### config.mk
export PLATFORM = sky130hd
export DESIGN_NAME = vrs_i2c_slave
export DESIGN_NICKNAME = d
export VERILOG_FILES = /design/src/design/vrs_pkg.sv /design/src/design/vrs_sync.sv /design/src/design/vrs_i2c_slave.sv
export SDC_FILE = /design/constraint.sdc
export NUM_CORES = 1
export LEC_CHECK = 0
export ABC_AREA = 1
export ABC_CLOCK_PERIOD_IN_PS = 4400
export BUFFER_PORTS_ARGS = -buffer_cell sky130_fd_sc_hd__clkbuf_2
export CELL_PAD_IN_SITES_DETAIL_PLACEMENT = 1
export CELL_PAD_IN_SITES_GLOBAL_PLACEMENT = 2
export CORE_MARGIN = 4
export CORE_UTILIZATION = 30
export CTS_BUF_LIST = sky130_fd_sc_hd__clkbuf_8
export DETAILED_ROUTE_END_ITERATION = 6
export HOLD_SLACK_MARGIN = 0.08
export PLACE_DENSITY_LB_ADDON = 0.12
export SYNTH_ARGS = -nofsm -noshare
export SYNTH_HDL_FRONTEND = slang
export SYNTH_HIERARCHICAL = 1
export SYNTH_SLANG_ARGS = --single-unit
### constraint.sdc
create_clock -name clk -period 4.4 [get_ports clk]
set_input_delay 0.88 -clock clk [delete_from_list [all_inputs] [get_ports clk]]
set_output_delay 0.88 -clock clk [all_outputs]
set_load 0.005 [all_outputs]
### src/design/vrs_pkg.sv
// constants shared by the regulator i2c register slave
// Function
// - voltage code bits 6..0 hold the code, reset value 0110010
// - host-control bit 1 lets stored code set output; resets to 0
// - writing 0 to host-control returns to external control at any time
// - protection-suppress bit 1 disables protection during code change; resets 0
// - light-load bit 0 selects PFM, 1 selects PWM; resets 1
// - protection-mode bit 0 auto-recovery, 1 latch-off; resets 1
// - voltage byte with bad parity gets no ack and is not stored
// - invalid control write leaves the control register unchanged
// - voltage read returns stored parity bit and seven-bit code
// - after START compare address, ack on ninth clock when it matches
// - on mismatch no ack, ignore bits until next START
// - bit after address: 0 write, 1 read
// - read shifts eight bits, then idles after STOP regardless of ack
`default_nettype none
package vrs_pkg;
  localparam logic [7:0] VRS_IDX_VOLT = 8'h00;
  localparam logic [7:0] VRS_IDX_CTRL = 8'h01;
  localparam logic [6:0] VRS_VOLT_RST = 7'h32;
  localparam logic [6:0] VRS_DEV_ADDR = 7'h34;  // arbitrary default address
  localparam int VRS_CTL_HOST = 7;
  localparam int VRS_CTL_SUPP = 4;
  localparam int VRS_CTL_PWM = 3;
  localparam int VRS_CTL_LATCH = 0;
  localparam logic [7:0] VRS_CTL_MASK = 8'h99;  // writable control bits
  localparam logic [7:0] VRS_CTL_RST = 8'h09;
  typedef enum logic [2:0] {
    VRS_IDLE = 3'b000,
    VRS_ADDR = 3'b001,
    VRS_ACK = 3'b010,
    VRS_WRX = 3'b011,
    VRS_TXB = 3'b100,
    VRS_MACK = 3'b101,
    VRS_SKIP = 3'b110
  } vrs_state_t;
endpackage
`default_nettype wire

### src/design/vrs_sync.sv
// two-flop synchroniser with edge and level outputs
`default_nettype none
module vrs_sync
  import vrs_pkg::*;
(
  input wire logic clk,
  input wire logic rst,
  input wire logic din,
  output logic dout,
  output logic rise,
  output logic fall
);
  logic meta_q;
  logic s1_q;
  logic s2_q;
  // first flop feeds only the second
  always_ff @(posedge clk) begin
    if (rst) begin
      meta_q <= 1'b1;
      s1_q <= 1'b1;
      s2_q <= 1'b1;
    end else begin
      meta_q <= din;
      s1_q <= meta_q;
      s2_q <= s1_q;
    end
  end
  assign dout = s1_q;
  assign rise = s1_q & ~s2_q;
  assign fall = ~s1_q & s2_q;
endmodule
`default_nettype wire

### src/design/vrs_i2c_slave.sv
// i2c target holding the voltage code and regulator control registers
`default_nettype none
module vrs_i2c_slave
  import vrs_pkg::*;
(
  input wire logic clk,
  input wire logic rst,
  input wire logic sclIn,
  input wire logic sdaIn,
  output logic sdaOut,
  output logic sdaOe,
  output logic [6:0] voltCode,
  output logic voltParity,
  output logic hostControl,
  output logic protSuppress,
  output logic lightLoadPwm,
  output logic protLatchOff
);
  logic scl;
  logic sclRise;
  logic sclFall;
  logic sda;
  logic sdaRise;
  logic sdaFall;
  vrs_sync uScl (.clk(clk), .rst(rst), .din(sclIn), .dout(scl), .rise(sclRise),
    .fall(sclFall));
  vrs_sync uSda (.clk(clk), .rst(rst), .din(sdaIn), .dout(sda), .rise(sdaRise),
    .fall(sdaFall));

  ////////////////////////////////////////////////////////////////////////////
  logic startSeen;
  logic stopSeen;
  // sda moving while scl has stood high for two samples marks start or stop;
  // our own sda change may land in the same sample as an scl rise, never a frame edge
  assign startSeen = scl & ~sclRise & sdaFall;
  assign stopSeen = scl & ~sclRise & sdaRise;

  vrs_state_t state_q;
  logic [3:0] bitCnt_q;
  logic [7:0] shift_q;
  logic readMode_q;
  logic idxPhase_q;
  logic [7:0] regIdx_q;
  logic [7:0] volt_q;
  logic [7:0] ctrl_q;
  logic ackOk_q;
  logic [7:0] rxByte;
  logic parityOk;
  logic [7:0] rdData;

  assign rxByte = {shift_q[6:0], sda};
  assign parityOk = (rxByte[7] == ~(^rxByte[6:0]));
  assign rdData = (regIdx_q == VRS_IDX_CTRL) ? ctrl_q : volt_q;

  ////////////////////////////////////////////////////////////////////////////
  // protocol engine: bits sampled on scl rise, sda changed on scl fall
  always_ff @(posedge clk) begin
    if (rst) begin
      state_q <= VRS_IDLE;
      bitCnt_q <= 4'h0;
      shift_q <= 8'h00;
      readMode_q <= 1'b0;
      idxPhase_q <= 1'b0;
      ackOk_q <= 1'b0;
    end else if (startSeen) begin
      state_q <= VRS_ADDR;
      bitCnt_q <= 4'h0;
    end else if (stopSeen) begin
      state_q <= VRS_IDLE;
    end else begin
      unique case (state_q)
        VRS_IDLE, VRS_SKIP: begin
          bitCnt_q <= 4'h0;
        end
        VRS_ADDR: begin
          if (sclRise) begin
            shift_q <= rxByte;
            bitCnt_q <= bitCnt_q + 4'h1;
          end else if (sclFall && bitCnt_q == 4'h8) begin
            bitCnt_q <= 4'h0;
            if (shift_q[7:1] == VRS_DEV_ADDR) begin
              readMode_q <= shift_q[0];
              idxPhase_q <= ~shift_q[0];
              ackOk_q <= 1'b1;
              state_q <= VRS_ACK;
            end else begin
              state_q <= VRS_SKIP;
            end
          end
        end
        VRS_ACK: begin
          if (sclFall) begin
            bitCnt_q <= 4'h0;
            if (!ackOk_q) begin
              state_q <= VRS_SKIP;
            end else if (readMode_q) begin
              shift_q <= rdData;
              state_q <= VRS_TXB;
            end else begin
              state_q <= VRS_WRX;
            end
          end
        end
        VRS_WRX: begin
          if (sclRise) begin
            shift_q <= rxByte;
            bitCnt_q <= bitCnt_q + 4'h1;
          end else if (sclFall && bitCnt_q == 4'h8) begin
            // no ack when voltage parity bad
            ackOk_q <= idxPhase_q || regIdx_q != VRS_IDX_VOLT || (shift_q[7] ==
              ~(^shift_q[6:0]));
            idxPhase_q <= 1'b0;
            state_q <= VRS_ACK;
          end
        end
        VRS_TXB: begin
          if (sclFall) begin
            shift_q <= {shift_q[6:0], 1'b0};
            bitCnt_q <= bitCnt_q + 4'h1;
            if (bitCnt_q == 4'h7) begin
              state_q <= VRS_MACK;
            end
          end
        end
        VRS_MACK: begin
          // one byte only; ack or nack, wait for stop
          if (sclFall) begin
            state_q <= VRS_SKIP;
          end
        end
        default: begin
          state_q <= VRS_IDLE;
        end
      endcase
    end
  end

  ////////////////////////////////////////////////////////////////////////////
  logic wrDone;
  // completed data byte, taken as the ninth-bit ack begins
  assign wrDone = !startSeen && !stopSeen && state_q == VRS_WRX && sclFall && bitCnt_q == 4'h8;

  always_ff @(posedge clk) begin
    if (rst) begin
      regIdx_q <= VRS_IDX_VOLT;
    end else if (wrDone && idxPhase_q) begin
      regIdx_q <= shift_q;
    end
  end

  // voltage code register, parity stored alongside
  always_ff @(posedge clk) begin
    if (rst) begin
      volt_q <= {~(^VRS_VOLT_RST), VRS_VOLT_RST};
    end else if (wrDone && !idxPhase_q && regIdx_q == VRS_IDX_VOLT &&
                 shift_q[7] == ~(^shift_q[6:0])) begin
      volt_q <= shift_q;
    end
  end

  // control written only for a valid index; host bit clear always taken
  always_ff @(posedge clk) begin
    if (rst) begin
      ctrl_q <= VRS_CTL_RST;
    end else if (wrDone && !idxPhase_q && regIdx_q == VRS_IDX_CTRL) begin
      ctrl_q <= shift_q & VRS_CTL_MASK;
    end
  end

  ////////////////////////////////////////////////////////////////////////////
  // open-drain sda: pull low for ack or a zero data bit
  always_ff @(posedge clk) begin
    if (rst) begin
      sdaOe <= 1'b0;
    end else if (startSeen || stopSeen) begin
      sdaOe <= 1'b0;
    end else if (state_q == VRS_ADDR && sclFall && bitCnt_q == 4'h8) begin
      sdaOe <= shift_q[7:1] == VRS_DEV_ADDR;
    end else if (wrDone) begin
      sdaOe <= idxPhase_q || regIdx_q != VRS_IDX_VOLT || shift_q[7] == ~(^shift_q[6:0]);
    end else if (state_q == VRS_ACK && sclFall) begin
      sdaOe <= ackOk_q && readMode_q && !rdData[7];
    end else if (state_q == VRS_TXB && sclFall) begin
      sdaOe <= bitCnt_q != 4'h7 && !shift_q[6];
    end else if (state_q == VRS_MACK && sclFall) begin
      sdaOe <= 1'b0;
    end
  end
  assign sdaOut = 1'b0;

  assign voltCode = volt_q[6:0];
  assign voltParity = volt_q[7];
  assign hostControl = ctrl_q[VRS_CTL_HOST];
  assign protSuppress = ctrl_q[VRS_CTL_SUPP];
  assign lightLoadPwm = ctrl_q[VRS_CTL_PWM];
  assign protLatchOff = ctrl_q[VRS_CTL_LATCH];
endmodule
`default_nettype wire

==> run_results.csv <==
group,metric,value,unit
worst_setup_path,crit_type,"in -> reg",
timing,hold_viol,0,
route,vias_per_cell,4.70,
timing,fin_crit_sh,47.4,%
global_routing,gr-total-overflow,0,
clock_network,cts_setup_buffers,0,
timing,layout_setup_ws,2.31,ns
worst_setup_path,setup.worst_path.end_class,"flop",
timing,worst_pin_slew,1.07,ns
synthesis,synth_cell_type_count,29,
clock_network,clk_latency,0.30,ns
route,drt-total-wl,7190,microns
worst_setup_path,cp_common_cell,"inv_1",
placed_design,gp_congestion,0.869,
clock_network,tritoncts,"yes",
global_routing,grt_pass1_vias,2334,
timing,setup_viol,0,
worst_setup_path,cp_top_family,"buffers and inverters",
route,first_pass_iters,4,
pwr,vdd_drop_max,0.000194,V
placed_design,portBuffers,16,
worst_setup_path,cp.required,4.63,ns
pwr,p_sw_share,44.1,%
route,drc,0,
global_routing,gr-usage-all-layers,15.1,%
placed_design,dpl.cell_count,503,
synthesis,synth.avg_cell_area,6.32,sq um
global_routing,antenna_found_initial,0,
synthesis,synthFlopType,"dfxtp_1",
pwr,p_comb_share,39.4,%
timing,rsz0062_at_grt,"false",
floorplanning,fp-row-count,32,
worst_setup_path,cp_cell_sequence,"clkbuf_2 -> inv_1 -> nand2_1 -> inv_1 -> o21ai_0 -> a21oi_1",
worst_hold_path,hp-class,"reg -> reg",
synthesis,yosys_warnings,6,
worst_setup_path,critPathArrivalTime,2.32,ns
layout,synthToLayoutAreaGrowth,9.87,%
placed_design,placed_cell_area,2630,sq um
pwr,clockPowerShare,21.3,%
floorplanning,dieArea,9800,sq um
pwr,seqPwrFrac,39.3,%
route,vias,2400,
clock_network,cts_hold_buf,0,
clock_network,cts_max_level,2,
worst_setup_path,startpoint_type,"input pin",
layout,drive_above_1_share,12.5,%
worst_setup_path,slowest_delay,0.79,ns
floorplanning,ios,18,
global_routing,grt_pass1_wl,11800,microns
synthesis,syn_area,2480,sq um
global_routing,grt_max_degree,33,
synthesis,synthArstFlopShare,0,%
floorplanning,die_h,99.0,microns
timing,slew_violations,0,
synthesis,yosysSeqAreaShare,36.3,%
floorplanning,start_util,31.5,%
route,drtIter0Drc,148,
clock_network,cts_buffer_depth,2,
clock_network,numCtsBuffers,5,
clock_network,cts_sinks,45,
pwr,power.total,1.31,mW
pwr,p_int,730,uW
layout,final_area,2730,sq um
timing,max_clock_freq,480,MHz
run,cap_violations,0,
clock_network,path_clk_slew,0.09,ns
worst_setup_path,cp_num_buf_inv,3,
layout,diodes,0,
synthesis,syn_nets,399,
timing,max_slew_margin,28.6,%
route,ant_nets,0,
synthesis,netlist_instances,393,
clock_network,clock-root-buffer,"clkbuf_8",
layout,fill_cells,1046,
worst_setup_path,slowest_stage,"inv_1",
pwr,p_per_area,478,nW/um^2
clock_network,postCtsResizedCells,0,
floorplanning,core,7890,sq um
synthesis,synth_edf_count,0,
pwr,p_leak,1.35,nW
floorplanning,die_x,99.0,microns
synthesis,ys_ff_latch,45,
placed_design,dpl.hpwl,5460,microns
status,status,"complete, no violations",
timing,setup_tns,0,ns
placed_design,pre_cts_ws,1.95,ns
route,avgRoutedWirePerCell,14.1,microns
layout,final_cells,511,
pwr,switchingPower,576,uW
timing,fin_crit,2.09,ns
worst_setup_path,rrSetupSlack,2.37,ns
timing,fin_skew,0.00629,ns
worst_setup_path,worstPathMaxFanout,32,
layout,nets,414,
cell families after synthesis:
family	after synthesis	share of synthesized area [%]
AND/OR/NAND/NOR	208	36.5
buffers and inverters	72	12.0
AO/OA/AOI/OAI	64	13.7
flip-flops	45	36.3
adder cells (fa/ha/maj)	2	1.01
XOR/XNOR	1	0.353
other	1	0.151
tightest hold or removal path: stages, from the launching register on:
cell     delay [ns]
dfxtp_1        0.31
inv_1          0.03
nand2_1        0.05
synth_stat cells, types with 2 or more instances:
master    instances  area share, %
a31oi_1           2           0.50
a21oi_1          26            5.2
buf_6             2           0.91
nor2_1           58            8.8
nor3_1            4           0.81
nand2_2           5            1.3
dfxtp_1          45             36
buf_2             2           0.40
inv_1            56            8.5
nand4_1           2           0.50
nor2_4            4            1.8
nand3_1          20            4.0
o211ai_1          2           0.60
nand3_2           3            1.2
buf_4             3           0.91
inv_2             8            1.2
a21oi_2           2           0.71
o21ai_1           3           0.60
nand2_1         108             16
o21ai_0          28            5.6
ha_1              2            1.0
routing by layer:
layer	vias up	part of all wire, %	routed length, microns	GRT usage, %
met5	-	0	0	0
met4	0	0.99	71	3.47
met3	4	2.0	142	2.41
met2	23	45	3210	23.8
met1	1117	52	3770	21.6
li1	1256	-	-	-
state kept, by name (all words and copies together), names as in the netlist, 3 cells and up:
name,cells
state_q,3
ctrl_q,4
bitCnt_q,4
volt_q,8
shift_q,8
regIdx_q,8
worst paths after layout:
path | from | to | cells past startpoint
worst max-delay path | rst | bitCnt_q[3] | 6
worst min-delay path | uSda/meta_q | uSda/dout | 2
worst min register to register | uSda/meta_q | uSda/dout | 2
worst max register to register | uScl/s2_q | volt_q[6] | 10
power groups by stage:
stage	clock network, mW	registers, mW	logic, mW
2_1_floorplan	0	0.497	0.411
3_3_place_gp	0	0.523	0.515
3_5_place_dp	0	0.523	0.521
4_1_cts	0.291	0.513	0.525
5_1_grt	0.307	0.521	0.598
6_report	0.278	0.513	0.515
per-stage QoR:
step                      utilization [%]  hold WS (ns)
final                                34.6         0.416
after global routing                 34.6         0.439
after CTS                            34.6         0.422
after detailed placement             33.4         0.399
after global placement               33.4         0.392
after floorplan                         -         0.387
layout by cell type, fill, tap and decap left out:
master / n
nand2_1: 108
nor2_1: 58
inv_1: 56
dfxtp_1: 45
o21ai_0: 28
a21oi_1: 26
nand3_1: 20
clkbuf_2: 16
inv_2: 8
clkbuf_8: 6
nand2_2: 5
nor2_4: 4
nor3_1: 4
nand3_2: 3
o21ai_1: 3
nand4_1: 2
a21oi_2: 2
a31oi_1: 2
o211ai_1: 2
ha_1: 2
o21ai_2: 1
nand2_4: 1
nor2_2: 1
nand3_4: 1
xor2_1: 1
nor3_2: 1
conb_1: 1
clkinv_4: 1
clkinv_2: 1
area by class of cell:
cell class                 instances  area (sq um)  share of cell area [%]
clock buffer                       6          82.6                    3.03
clock inverter                     2          13.8                   0.504
inverter                          64           240                    8.80
multi-input combinational        276          1280                    47.0
sequential                        45           901                    33.0
tap                              102           128                    4.68
timing repair buffer              16          80.1                    2.93
(Power assumes the default switching activity.)
